## src/rtl/fdc_pkg.sv

```systemverilog
// Purpose: shared constants for the flash driver register bank and its host
// Assumes: 250 MHz system clock on both ends
// Notes:   register map, field positions, timing counts
//
// What this block does
// - trigger sense bit 6: 0 means edge
// - trigger enable bit 7 gates strobe pin
// - fault flags clear after completed fault read
// - fault bit 0 flags undervoltage reduction
// - bit 4 timeout, bit 5 overtemperature
// - bit 6 flags shorted sink pin
// - bit 7 flags converter overvoltage
// - duty field sets indicator pwm duty
// - lock bit clear allows pulse skip
// - lock set, levels high, assist or flash mode, uplift clear: fixed frequency
// - status bits report sink comparator results
// - balance bit enables sink current trimming
// - lowest level report, zero without reduction
// - present level report of sink a
// - host reads reports twice or afterwards
// - unlock key precedes uplift register access
// - unlock covers exactly one following access
// - uplift bit 0 raises all currents
// - host writes zero to reserved bits
// - flash mode triggers from strobe pin when trigger enable bit 7 is set
`default_nettype none
package fdc_pkg;
  localparam logic [7:0] A_ID      = 8'h00;
  localparam logic [7:0] A_SINK_A  = 8'h01;
  localparam logic [7:0] A_SINK_B  = 8'h02;
  localparam logic [7:0] A_SUPPLY  = 8'h04;
  localparam logic [7:0] A_DUR     = 8'h05;
  localparam logic [7:0] A_CTRL    = 8'h06;
  localparam logic [7:0] A_TRIG    = 8'h07;
  localparam logic [7:0] A_FAULT   = 8'h08;
  localparam logic [7:0] A_DIM     = 8'h09;
  localparam logic [7:0] A_LOWEST  = 8'h0e;
  localparam logic [7:0] A_PRESENT = 8'h0f;
  localparam logic [7:0] A_KEY     = 8'h80;
  localparam logic [7:0] A_UPLIFT  = 8'h81;

  localparam logic [7:0] RST_SINK   = 8'h9c;
  localparam logic [7:0] RST_SUPPLY = 8'h2c;
  localparam logic [7:0] RST_DUR    = 8'h23;
  localparam logic [7:0] RST_CTRL   = 8'h00;
  localparam logic [7:0] RST_TRIG   = 8'hc0;
  localparam logic [7:0] RST_ZERO   = 8'h00;
  // identification value is arbitrary
  localparam logic [7:0] CHIP_ID    = 8'h5a;

  localparam int TRIG_SENSE_BIT = 6;
  localparam int TRIG_EN_BIT    = 7;
  localparam int FLT_UV_BIT     = 0;
  localparam int FLT_TO_BIT     = 4;
  localparam int FLT_OT_BIT     = 5;
  localparam int FLT_SH_BIT     = 6;
  localparam int FLT_OV_BIT     = 7;
  localparam int DIM_LOCK_BIT   = 2;
  localparam int DIM_AHI_BIT    = 3;
  localparam int DIM_BHI_BIT    = 4;
  localparam int DIM_BAL_BIT    = 5;
  localparam int CTRL_ON_BIT    = 3;
  localparam int UPLIFT_BIT     = 0;

  localparam logic [1:0] MODE_IND    = 2'b01;
  localparam logic [1:0] MODE_ASSIST = 2'b10;
  localparam logic [1:0] MODE_FLASH  = 2'b11;
  localparam logic [7:0] FIXED_FREQ_MIN = 8'h40;
  localparam logic [7:0] UNLOCK_VALUE   = 8'ha1;

  // host apb map
  localparam logic [31:0] HA_CMD  = 32'h0000_0000;
  localparam logic [31:0] HA_STAT = 32'h0000_0004;
  localparam int CMD_WDATA_LSB  = 8;
  localparam int CMD_WR_BIT     = 16;
  localparam int STAT_BUSY_BIT  = 0;
  localparam int STAT_RDATA_LSB = 8;

  localparam int CLK_NS        = 4;
  localparam int PWM_HZ        = 31250;
  localparam int PWM_STEPS     = 16;
  localparam int PWM_PERIOD_CYC = 1000000000 / (PWM_HZ * CLK_NS);
  localparam int LINK_NS       = 80;
  localparam int LINK_HALF_CYC = LINK_NS / (2 * CLK_NS);

  // writable bits per register; all others are reserved or read-only
  function automatic logic [7:0] fdc_wmask(input logic [7:0] addr);
    case (addr)
      A_SINK_A, A_SINK_B, A_SUPPLY, A_DUR: fdc_wmask = 8'hff;
      A_CTRL:   fdc_wmask = 8'h1b;
      A_TRIG:   fdc_wmask = 8'hc0;
      A_DIM:    fdc_wmask = 8'h27;
      A_UPLIFT: fdc_wmask = 8'h01;
      A_KEY:    fdc_wmask = 8'hff;
      default:  fdc_wmask = 8'h00;
    endcase
  endfunction : fdc_wmask
endpackage : fdc_pkg
`default_nettype wire

```

## src/rtl/fdc_link_if.sv

```systemverilog
// Purpose: link between host controller and flash driver register bank
// Assumes: host drives clock, select and request; device drives read data
// Notes:   one select frame carries one access
`timescale 1ns/10ps
`default_nettype none
interface fdc_link_if;
  logic       lk_clk;
  logic       lk_sel;
  logic       lk_wr;
  logic [7:0] lk_addr;
  logic [7:0] lk_wdata;
  logic [7:0] lk_rdata;
  modport host (output lk_clk, lk_sel, lk_wr, lk_addr, lk_wdata, input lk_rdata);
  modport dev  (input lk_clk, lk_sel, lk_wr, lk_addr, lk_wdata, output lk_rdata);
endinterface : fdc_link_if
`default_nettype wire

```

## src/rtl/fdc_dev.sv

```systemverilog
// Purpose: flash driver control and status register bank
// Assumes: link and pin inputs asynchronous; event inputs on clk_sys_in
// Notes:   link sampled on synchronised rising edge of lk_clk
//
// Added by the designer: the APB register port.
`timescale 1ns/10ps
`default_nettype none
module fdc_dev
  import fdc_pkg::*;
#(
  parameter int PWM_PERIOD = PWM_PERIOD_CYC
) (
  input  wire logic       clk_sys_in,
  input  wire logic       rst_b_in,
  fdc_link_if.dev         lk,
  input  wire logic       strobe_in,
  input  wire logic       uv_event_in,
  input  wire logic       timeout_event_in,
  input  wire logic       overtemp_event_in,
  input  wire logic       short_event_in,
  input  wire logic       ovp_event_in,
  input  wire logic       converter_running_in,
  input  wire logic       sink_a_cmp_in,
  input  wire logic       sink_b_cmp_in,
  input  wire logic [7:0] present_level_in,
  output logic [7:0]      sink_a_level_out,
  output logic [7:0]      sink_b_level_out,
  output logic [7:0]      supply_cfg_out,
  output logic [7:0]      duration_cfg_out,
  output logic [1:0]      mode_out,
  output logic            outputs_on_out,
  output logic            flash_active_out,
  output logic            pwm_gate_out,
  output logic            pulse_skip_allow_out,
  output logic            balance_en_out,
  output logic            uplift_out
);
  localparam int SYW = 22;

  typedef struct packed {
    logic [SYW-1:0] sy1;
    logic [SYW-1:0] sy2;
    logic           clk_d;
    logic           sel_d;
    logic           str_d;
    logic [7:0]     sink_a;
    logic [7:0]     sink_b;
    logic [7:0]     supply;
    logic [7:0]     dur;
    logic [7:0]     ctrl;
    logic [7:0]     trig;
    logic [7:0]     fault;
    logic [7:0]     dim;
    logic [7:0]     lowest;
    logic [7:0]     present;
    logic [7:0]     uplift;
    logic [7:0]     rdata;
    logic [7:0]     track;
    logic           unlocked;
    logic           clr_pend;
    logic           flash;
    logic           done;
    logic           uv_seen;
    logic           skip_ok;
  } fdc_dev_st_t;

  fdc_dev_st_t st;
  fdc_dev_st_t next_st;

  logic       l_clk;
  logic       l_sel;
  logic       l_wr;
  logic [7:0] l_addr;
  logic [7:0] l_wd;
  logic       l_str;
  logic       l_ca;
  logic       l_cb;
  logic       access;
  logic       flash_mode;
  logic [7:0] wmask;
  logic [7:0] rd;
  logic [7:0] evt;

  ////////////////////////////////////////////////////////////////////////////
  always_comb begin
    next_st = st;
    next_st.sy1 = {lk.lk_clk, lk.lk_sel, lk.lk_wr, lk.lk_addr, lk.lk_wdata,
                   strobe_in, sink_a_cmp_in, sink_b_cmp_in};
    next_st.sy2 = st.sy1;
    {l_clk, l_sel, l_wr, l_addr, l_wd, l_str, l_ca, l_cb} = st.sy2;
    next_st.clk_d = l_clk;
    next_st.sel_d = l_sel;
    next_st.str_d = l_str;
    access = l_clk && !st.clk_d && l_sel;
    wmask = fdc_wmask(l_addr);

    case (l_addr)
      A_ID:      rd = CHIP_ID;
      A_SINK_A:  rd = st.sink_a;
      A_SINK_B:  rd = st.sink_b;
      A_SUPPLY:  rd = st.supply;
      A_DUR:     rd = st.dur;
      A_CTRL:    rd = st.ctrl;
      A_TRIG:    rd = st.trig;
      A_FAULT:   rd = st.fault;
      A_DIM:     rd = st.dim;
      A_LOWEST:  rd = st.lowest;
      A_PRESENT: rd = st.present;
      A_UPLIFT:  rd = st.unlocked ? st.uplift : RST_ZERO;
      default:   rd = RST_ZERO;
    endcase

    evt = RST_ZERO;
    evt[FLT_UV_BIT] = uv_event_in;
    evt[FLT_TO_BIT] = timeout_event_in;
    evt[FLT_OT_BIT] = overtemp_event_in;
    evt[FLT_SH_BIT] = short_event_in;
    evt[FLT_OV_BIT] = ovp_event_in;

    if (st.sel_d && !l_sel) begin
      next_st.clr_pend = 1'b0;
      if (st.clr_pend) begin
        next_st.fault = RST_ZERO;
      end
    end
    next_st.fault = next_st.fault | evt;

    if (access) begin
      next_st.unlocked = 1'b0;
      if (l_wr) begin
        case (l_addr)
          A_SINK_A: next_st.sink_a = l_wd;
          A_SINK_B: next_st.sink_b = l_wd;
          A_SUPPLY: next_st.supply = l_wd;
          A_DUR:    next_st.dur = l_wd;
          A_CTRL:   next_st.ctrl = l_wd & wmask;
          A_TRIG:   next_st.trig = l_wd & wmask;
          A_DIM:    next_st.dim = (st.dim & ~wmask) | (l_wd & wmask);
          A_KEY:    next_st.unlocked = (l_wd == UNLOCK_VALUE);
          A_UPLIFT: begin
            if (st.unlocked) begin
              next_st.uplift = l_wd & wmask;
            end
          end
          default: ;
        endcase
      end else begin
        next_st.rdata = rd;
        if (l_addr == A_FAULT) begin
          next_st.clr_pend = 1'b1;
        end
      end
    end

    if (converter_running_in) begin
      next_st.dim[DIM_AHI_BIT] = l_ca;
      next_st.dim[DIM_BHI_BIT] = l_cb;
    end

    flash_mode = (st.ctrl[1:0] == MODE_FLASH) && st.ctrl[CTRL_ON_BIT];
    if (!flash_mode) begin
      next_st.flash = 1'b0;
      next_st.done = 1'b0;
    end else if (timeout_event_in) begin
      next_st.flash = 1'b0;
      next_st.done = 1'b1;
    end else if (!st.trig[TRIG_EN_BIT]) begin
      next_st.flash = !st.done;
    end else if (st.trig[TRIG_SENSE_BIT]) begin
      next_st.flash = l_str;
    end else if (l_str && !st.str_d) begin
      next_st.flash = 1'b1;
    end

    if (next_st.flash && !st.flash) begin
      next_st.track = 8'hff;
      next_st.uv_seen = 1'b0;
    end else if (st.flash) begin
      if (present_level_in < st.track) begin
        next_st.track = present_level_in;
      end
      if (uv_event_in) begin
        next_st.uv_seen = 1'b1;
      end
      if (!next_st.flash) begin
        next_st.lowest = (st.uv_seen || uv_event_in) ? next_st.track : RST_ZERO;
      end
    end

    next_st.present = present_level_in;

    next_st.skip_ok = !(st.dim[DIM_LOCK_BIT]
                        && (st.ctrl[1:0] == MODE_FLASH || st.ctrl[1:0] == MODE_ASSIST)
                        && st.sink_a >= FIXED_FREQ_MIN && st.sink_b >= FIXED_FREQ_MIN
                        && !st.uplift[UPLIFT_BIT]);
  end

  ////////////////////////////////////////////////////////////////////////////
  always_ff @(posedge clk_sys_in or negedge rst_b_in) begin
    if (!rst_b_in) begin
      st <= '0;
      st.sink_a <= RST_SINK;
      st.sink_b <= RST_SINK;
      st.supply <= RST_SUPPLY;
      st.dur <= RST_DUR;
      st.ctrl <= RST_CTRL;
      st.trig <= RST_TRIG;
      st.skip_ok <= 1'b1;
      st.track <= 8'hff;
    end else begin
      st <= next_st;
    end
  end

  ////////////////////////////////////////////////////////////////////////////
  // indicator pwm
  fdc_pwm #(
    .PERIOD_CYC (PWM_PERIOD)
  ) u_pwm (
    .clk_sys_in (clk_sys_in),
    .rst_b_in   (rst_b_in),
    .en_in      ((st.ctrl[1:0] == MODE_IND) && st.ctrl[CTRL_ON_BIT]),
    .duty_in    (st.dim[1:0]),
    .gate_out   (pwm_gate_out)
  );

  assign lk.lk_rdata          = st.rdata;
  assign sink_a_level_out     = st.sink_a;
  assign sink_b_level_out     = st.sink_b;
  assign supply_cfg_out       = st.supply;
  assign duration_cfg_out     = st.dur;
  assign mode_out             = st.ctrl[1:0];
  assign outputs_on_out       = st.ctrl[CTRL_ON_BIT];
  assign flash_active_out     = st.flash;
  assign pulse_skip_allow_out = st.skip_ok;
  assign balance_en_out       = st.dim[DIM_BAL_BIT];
  assign uplift_out           = st.uplift[UPLIFT_BIT];
endmodule : fdc_dev
`default_nettype wire

```

## src/rtl/fdc_pwm.sv

```systemverilog
// Purpose: indicator pwm gate generator
// Assumes: duty code 0..3 gives 1/16..4/16 on-time
// Notes:   gate low whenever disabled
`timescale 1ns/10ps
`default_nettype none
module fdc_pwm
  import fdc_pkg::*;
#(
  parameter int PERIOD_CYC = PWM_PERIOD_CYC
) (
  input  wire logic       clk_sys_in,
  input  wire logic       rst_b_in,
  input  wire logic       en_in,
  input  wire logic [1:0] duty_in,
  output logic            gate_out
);
  localparam int CW   = $clog2(PERIOD_CYC);
  localparam int STEP = PERIOD_CYC / PWM_STEPS;

  typedef struct packed {
    logic [CW-1:0] cnt;
    logic          gate;
  } fdc_pwm_st_t;

  fdc_pwm_st_t st;
  fdc_pwm_st_t next_st;
  logic [CW-1:0] thr;

  always_comb begin
    next_st = st;
    thr = CW'((32'(duty_in) + 32'd1) * STEP);
    if (!en_in || st.cnt == CW'(PERIOD_CYC - 1)) begin
      next_st.cnt = '0;
    end else begin
      next_st.cnt = st.cnt + 1'b1;
    end
    next_st.gate = en_in && (st.cnt < thr);
  end

  always_ff @(posedge clk_sys_in or negedge rst_b_in) begin
    if (!rst_b_in) begin
      st <= '0;
    end else begin
      st <= next_st;
    end
  end

  assign gate_out = st.gate;
endmodule : fdc_pwm
`default_nettype wire

```

## src/flat_wrapper.sv

```systemverilog
// flat-port wrapper written by rule: the top's interface ports become plain ports
module fdc_dev_flat import fdc_pkg::*;
#(
  parameter int PWM_PERIOD = PWM_PERIOD_CYC
)
  (clk_sys_in, rst_b_in, strobe_in, uv_event_in, timeout_event_in, overtemp_event_in, short_event_in, ovp_event_in, converter_running_in, sink_a_cmp_in, sink_b_cmp_in, present_level_in, sink_a_level_out, sink_b_level_out, supply_cfg_out, duration_cfg_out, mode_out, outputs_on_out, flash_active_out, pwm_gate_out, pulse_skip_allow_out, balance_en_out, uplift_out, lk_lk_clk, lk_lk_sel, lk_lk_wr, lk_lk_addr, lk_lk_wdata, lk_lk_rdata);
  fdc_link_if lk_i ();
  input  wire logic clk_sys_in;
  input  wire logic rst_b_in;
  input  wire logic strobe_in;
  input  wire logic uv_event_in;
  input  wire logic timeout_event_in;
  input  wire logic overtemp_event_in;
  input  wire logic short_event_in;
  input  wire logic ovp_event_in;
  input  wire logic converter_running_in;
  input  wire logic sink_a_cmp_in;
  input  wire logic sink_b_cmp_in;
  input  wire logic [7:0] present_level_in;
  output logic [7:0] sink_a_level_out;
  output logic [7:0] sink_b_level_out;
  output logic [7:0] supply_cfg_out;
  output logic [7:0] duration_cfg_out;
  output logic [1:0] mode_out;
  output logic outputs_on_out;
  output logic flash_active_out;
  output logic pwm_gate_out;
  output logic pulse_skip_allow_out;
  output logic balance_en_out;
  output logic uplift_out;
  input wire logic [$bits(lk_i.lk_clk)-1:0] lk_lk_clk;
  input wire logic [$bits(lk_i.lk_sel)-1:0] lk_lk_sel;
  input wire logic [$bits(lk_i.lk_wr)-1:0] lk_lk_wr;
  input wire logic [$bits(lk_i.lk_addr)-1:0] lk_lk_addr;
  input wire logic [$bits(lk_i.lk_wdata)-1:0] lk_lk_wdata;
  output wire logic [$bits(lk_i.lk_rdata)-1:0] lk_lk_rdata;
  assign lk_i.lk_clk = lk_lk_clk;
  assign lk_i.lk_sel = lk_lk_sel;
  assign lk_i.lk_wr = lk_lk_wr;
  assign lk_i.lk_addr = lk_lk_addr;
  assign lk_i.lk_wdata = lk_lk_wdata;
  assign lk_lk_rdata = lk_i.lk_rdata;
  fdc_dev #(.PWM_PERIOD(PWM_PERIOD)) u_core (.clk_sys_in(clk_sys_in), .rst_b_in(rst_b_in), .lk(lk_i), .strobe_in(strobe_in), .uv_event_in(uv_event_in), .timeout_event_in(timeout_event_in), .overtemp_event_in(overtemp_event_in), .short_event_in(short_event_in), .ovp_event_in(ovp_event_in), .converter_running_in(converter_running_in), .sink_a_cmp_in(sink_a_cmp_in), .sink_b_cmp_in(sink_b_cmp_in), .present_level_in(present_level_in), .sink_a_level_out(sink_a_level_out), .sink_b_level_out(sink_b_level_out), .supply_cfg_out(supply_cfg_out), .duration_cfg_out(duration_cfg_out), .mode_out(mode_out), .outputs_on_out(outputs_on_out), .flash_active_out(flash_active_out), .pwm_gate_out(pwm_gate_out), .pulse_skip_allow_out(pulse_skip_allow_out), .balance_en_out(balance_en_out), .uplift_out(uplift_out));
endmodule
```

## config.mk

```make
export PLATFORM = sky130hd
export DESIGN_NAME = fdc_dev_flat
export DESIGN_NICKNAME = d
export VERILOG_FILES = /design/src/rtl/fdc_pkg.sv /design/src/rtl/fdc_link_if.sv /design/src/rtl/fdc_dev.sv /design/src/rtl/fdc_pwm.sv /design/src/flat_wrapper.sv
export SDC_FILE = /design/constraint.sdc
export NUM_CORES = 1
export LEC_CHECK = 0
export BUFFER_PORTS_ARGS = -buffer_cell sky130_fd_sc_hd__buf_2
export CAP_MARGIN = 20
export CORE_MARGIN = 2
export CORE_UTILIZATION = 53
export DETAILED_ROUTE_END_ITERATION = 16
export PLACE_DENSITY = 0.71
export SLEW_MARGIN = 25
export SYNTH_ARGS = -nofsm -noshare
export SYNTH_HDL_FRONTEND = slang
export SYNTH_HIERARCHICAL = 1
export SYNTH_SLANG_ARGS = --single-unit
```

## constraint.sdc

```tcl
create_clock -name clk_sys_in -period 5.21 [get_ports clk_sys_in]
set_clock_uncertainty 0.05 [all_clocks]
set_input_delay 0 -clock clk_sys_in [delete_from_list [all_inputs] [get_ports clk_sys_in]]
set_output_delay 0 -clock clk_sys_in [all_outputs]
set_load 0.02 [all_outputs]
```

==> metrics.txt <==
# TYPE chip_impl_metric gauge
chip_impl_info{name="outcome",value="completed"} 1
chip_impl_metric{name="grt.overflow.total",unit=""} 0
chip_impl_metric{name="area_growth_syn_to_layout",unit="%"} 16.5
chip_impl_info{name="yosysMostFrequentCell",value="dfrtp_1"} 1
chip_impl_info{name="min_from",value="lk_lk_wdata[6]"} 1
chip_impl_info{name="grt_setup_unrepaired",value="false"} 1
chip_impl_metric{name="synth_fp_nets",unit=""} 712
chip_impl_metric{name="irDropWorstVdd",unit="mV"} 0.232
chip_impl_metric{name="relSlewSlack",unit="%"} 33.9
chip_impl_metric{name="post-route-drc-count",unit=""} 0
chip_impl_metric{name="placeableCoreArea",unit="mm^2"} 0.0144
chip_impl_metric{name="crit_path_max_fanout",unit=""} 9
chip_impl_info{name="path_class",value="reg -> reg"} 1
chip_impl_metric{name="dpl.hpwl",unit="um"} 12100
chip_impl_info{name="postSynth.topFlopCell",value="dfrtp_1"} 1
chip_impl_info{name="cp_cell_sequence",value="inv_1 -> ha_1 -> xor2_1 -> ha_1 -> nor2_1 -> xor2_1 -> ha_1 -> o211ai_1 -> o211ai_1 -> a21oi_1 -> o211a_1"} 1
chip_impl_metric{name="synth_largest_type_area_fraction",unit="%"} 46.6
chip_impl_metric{name="max_slew.worst_pin.slew",unit="ps"} 992
chip_impl_metric{name="fin_hold_viols",unit=""} 0
chip_impl_metric{name="timing.critical_path.required",unit="ps"} 5520
chip_impl_metric{name="detail_route.wl_per_cell",unit="um"} 18.7
chip_impl_metric{name="core.rowCount",unit=""} 44
chip_impl_metric{name="avgViaCountPerCell",unit=""} 5.60
chip_impl_metric{name="synth.cell_area",unit="mm^2"} 0.00769
chip_impl_info{name="slowest_stage",value="dfrtp_1"} 1
chip_impl_metric{name="pin_count_of_the_biggest_net_entering_global_routing",unit=""} 102
chip_impl_info{name="worst_setup_path_start_kind",value="flip-flop"} 1
chip_impl_metric{name="ctsLongestPathBuffers",unit=""} 2
chip_impl_metric{name="cpPeakStageDelay",unit="ps"} 540
chip_impl_metric{name="cts.htree.levels",unit=""} 4
chip_impl_metric{name="max_cap_viols",unit=""} 0
chip_impl_metric{name="final_layout_size_suffix_gt1_share",unit="%"} 29.0
chip_impl_metric{name="gr-usage-all-layers",unit="%"} 23.4
chip_impl_metric{name="cts_sinks",unit=""} 168
chip_impl_metric{name="number_of_gates_resized_after_cts",unit=""} 0
chip_impl_metric{name="final_weighted_congestion_in_routability_driven_placement",unit=""} 0.932
chip_impl_metric{name="number_of_buffers_created_by_cts",unit=""} 17
chip_impl_metric{name="drt-pass1-iter-count",unit=""} 5
chip_impl_metric{name="nets",unit=""} 793
chip_impl_metric{name="antenna_cells_inserted",unit=""} 0
chip_impl_metric{name="report.power.total",unit="mW"} 2.91
chip_impl_metric{name="f_max",unit="MHz"} 378
chip_impl_metric{name="detail_route.iter0.violations",unit=""} 339
chip_impl_metric{name="initial_standard_cell_utilization_of_the_core",unit="%"} 53.5
chip_impl_info{name="cts_tree",value="done"} 1
chip_impl_metric{name="syn-mean-instance-area",unit="um^2"} 11.8
chip_impl_metric{name="portBuffers",unit=""} 85
chip_impl_metric{name="clkTransAtPathRegs",unit="ps"} 70
chip_impl_metric{name="die_area",unit="mm^2"} 0.0155
chip_impl_metric{name="grt_antenna_before_repair",unit=""} 0
chip_impl_metric{name="routed_wirelength",unit="um"} 17400
chip_impl_metric{name="fin_setup_tns",unit="ps"} 0
chip_impl_metric{name="yosys_warnings",unit=""} 6
chip_impl_info{name="clockRootBuffer",value="clkbuf_16"} 1
chip_impl_metric{name="synth_enable_flop_cells",unit=""} 0
chip_impl_metric{name="final_period_utilization",unit="%"} 50.8
chip_impl_info{name="synthDominantAreaCellType",value="dfrtp_1"} 1
chip_impl_metric{name="p_leak",unit="nW"} 4.20
chip_impl_metric{name="die_boundary_height",unit="um"} 124
chip_impl_metric{name="number_of_global_route_vias_before_repair",unit=""} 5360
chip_impl_metric{name="ys_seq_area_share",unit="%"} 55.1
chip_impl_metric{name="top_level_ports",unit=""} 86
chip_impl_info{name="timing.hold.worst.class",value="in -> reg"} 1
chip_impl_info{name="type_of_destination_of_the_critical_path",value="flip-flop"} 1
chip_impl_metric{name="fin_crit",unit="ps"} 2650
chip_impl_metric{name="synthCells",unit=""} 651
chip_impl_metric{name="distinct_cell_type_count_after_synthesis",unit=""} 65
chip_impl_metric{name="detailroute.via_count",unit=""} 5205
chip_impl_info{name="path_common_cell",value="ha_1"} 1
chip_impl_metric{name="timing.critical_path.arrival",unit="ps"} 2960
chip_impl_metric{name="number_of_synthesized_register_bits",unit=""} 168
chip_impl_metric{name="drt.antenna.violating_nets",unit=""} 0
chip_impl_info{name="synth.top_cells.by_area",value="dfrtp_1 (47%), dfstp_2 (8.5%), mux2_2 (7.6%)"} 1
chip_impl_metric{name="final-max-slew-violation-count",unit=""} 0
chip_impl_info{name="yosys-top-cells-count",value="dfrtp_1 (143), mux2_2 (52), buf_4 (43)"} 1
chip_impl_metric{name="grt_pass1_wl",unit="um"} 28500
chip_impl_metric{name="chipWidth",unit="um"} 124
chip_impl_metric{name="power_density",unit="mW/mm^2"} 325
chip_impl_metric{name="setup_viol_count_final",unit=""} 0
chip_impl_metric{name="asyncSetResetFlopFracSynth",unit="%"} 100
chip_impl_metric{name="insertion_delay",unit="ps"} 430
worst max-delay path, delay by kind of cell, from the launching register on:
kind,cells,cell delay (ps)
adder cells (fa/ha/maj),3,850
flip-flops,1,540
AO/OA/AOI/OAI,4,520
XOR/XNOR,2,360
buffers and inverters,1,140
AND/OR/NAND/NOR,1,140
per-layer routing:
| layer | GRT usage [%] | up-vias | part of all wire (%) |
|---|---|---|---|
| met3 | 6.57 | 31 | 5.5 |
| met4 | 8.53 | 0 | 2.3 |
| met2 | 36.9 | 174 | 47 |
| li1 | - | 2420 | - |
| met1 | 31.3 | 2580 | 45 |
| met5 | 0 | - | 0 |
area by class of cell:
cell class,instances,area (um^2)
timing repair buffer,126,832
clock inverter,14,188
fill,1094,5410
tap,184,230
sequential,168,4240
clock buffer,18,439
multi-input combinational,394,2940
inverter,25,93.8
kinds of logic (layout without fill, tap and decap cells):
| group | count (synthesis) | in the layout | share of synthesized area [%] |
|---|---|---|---|
| AOI/OAI and AO/OA | 106 | 106 | 9.07 |
| adders and majority gates | 23 | 23 | 3.74 |
| and+or+nand+nor | 179 | 179 | 13.3 |
| xor gates and xnor gates | 13 | 13 | 1.48 |
| muxes | 73 | 73 | 10.5 |
| buffers and inverters | 89 | 183 | 6.77 |
| DFF | 168 | 168 | 55.1 |
final timing paths:
kind                                                         to  slack, ps  cells past startpoint
max                             u_core/u_pwm/gate_out$_DFF_PN0_       2560                     11
max in group asynchronous  u_core/supply_cfg_out[4]$_DFFE_PN0P_       3580                      3
min reg2reg                            u_core/l_wd[3]$_DFF_PN0_        300                      0
min in group asynchronous          u_core/u_pwm/st[6]$_DFF_PN0_        180                      2
min                               u_core/next_st[122]$_DFF_PN0_        160                      2
max reg2reg                     u_core/u_pwm/gate_out$_DFF_PN0_       2560                     11
placed cells by master (no fill, tap or decap), drive strengths merged, types with 4 or more instances in the layout:
cell	count
dfrtp	143
buf	89
mux2	52
nor2	45
nand2	41
dlygate4sd3	37
inv	29
o21ai	28
dfstp	25
a21oi	24
ha	23
mux2i	20
clkbuf	18
nand3	15
nor2b	13
nor3	11
nand2b	9
a22oi	8
xor2	8
and2	7
nand4	7
a21o	6
and3	6
a221oi	5
xnor2	5
a31oi	5
nand3b	4
o211ai	4
clkinv	4
nor4	4
and4	4
sequential cells by signal, indices dropped and copies added (netlist names), 2 cells and up, named ones only:
register and flops:
u_core/l_addr 8, u_core/next_st 22, u_core/mode_out 2, u_core/supply_cfg_out 8, u_core/st 58, u_core/u_pwm/st 13
u_core/l_wd 8, u_core/duration_cfg_out 8, u_core/lk.lk_rdata 8, u_core/sink_b_level_out 8, u_core/sink_a_level_out 8
where the power goes:
| group | total (mW) | switching (mW) | internal (mW) |
|---|---|---|---|
| logic | 0.195 | 0.114 | 0.0819 |
| registers | 1.39 | 0.0366 | 1.35 |
| clock network | 1.33 | 0.549 | 0.780 |
| total | 2.91 | 0.699 | 2.22 |
per-stage QoR:
step | utilization [%] | instance area (um^2) | instances | setup WS, ps | hold slack, ps
global route | 62.3 | 8950 | 929 | 2420 | 149
floorplan | - | 7690 | 651 | 2870 | -346
detailed placement | 55.4 | 7960 | 860 | 2600 | 59.3
CTS | 62.3 | 8950 | 929 | 2580 | 138
finish | 62.3 | 8950 | 929 | 2560 | 160
global placement | 55.3 | 7950 | 860 | 2510 | 58.2
repair_timing:
| action | CTS | global route |
|---|---|---|
| setup endpoints to repair | 0 | 0 |
| hold buffers | 37 | 0 |
| setup buffers | 0 | 0 |
| endpoints found under the hold margin | 142 | 0 |
Power figures use the tool's default switching activity.
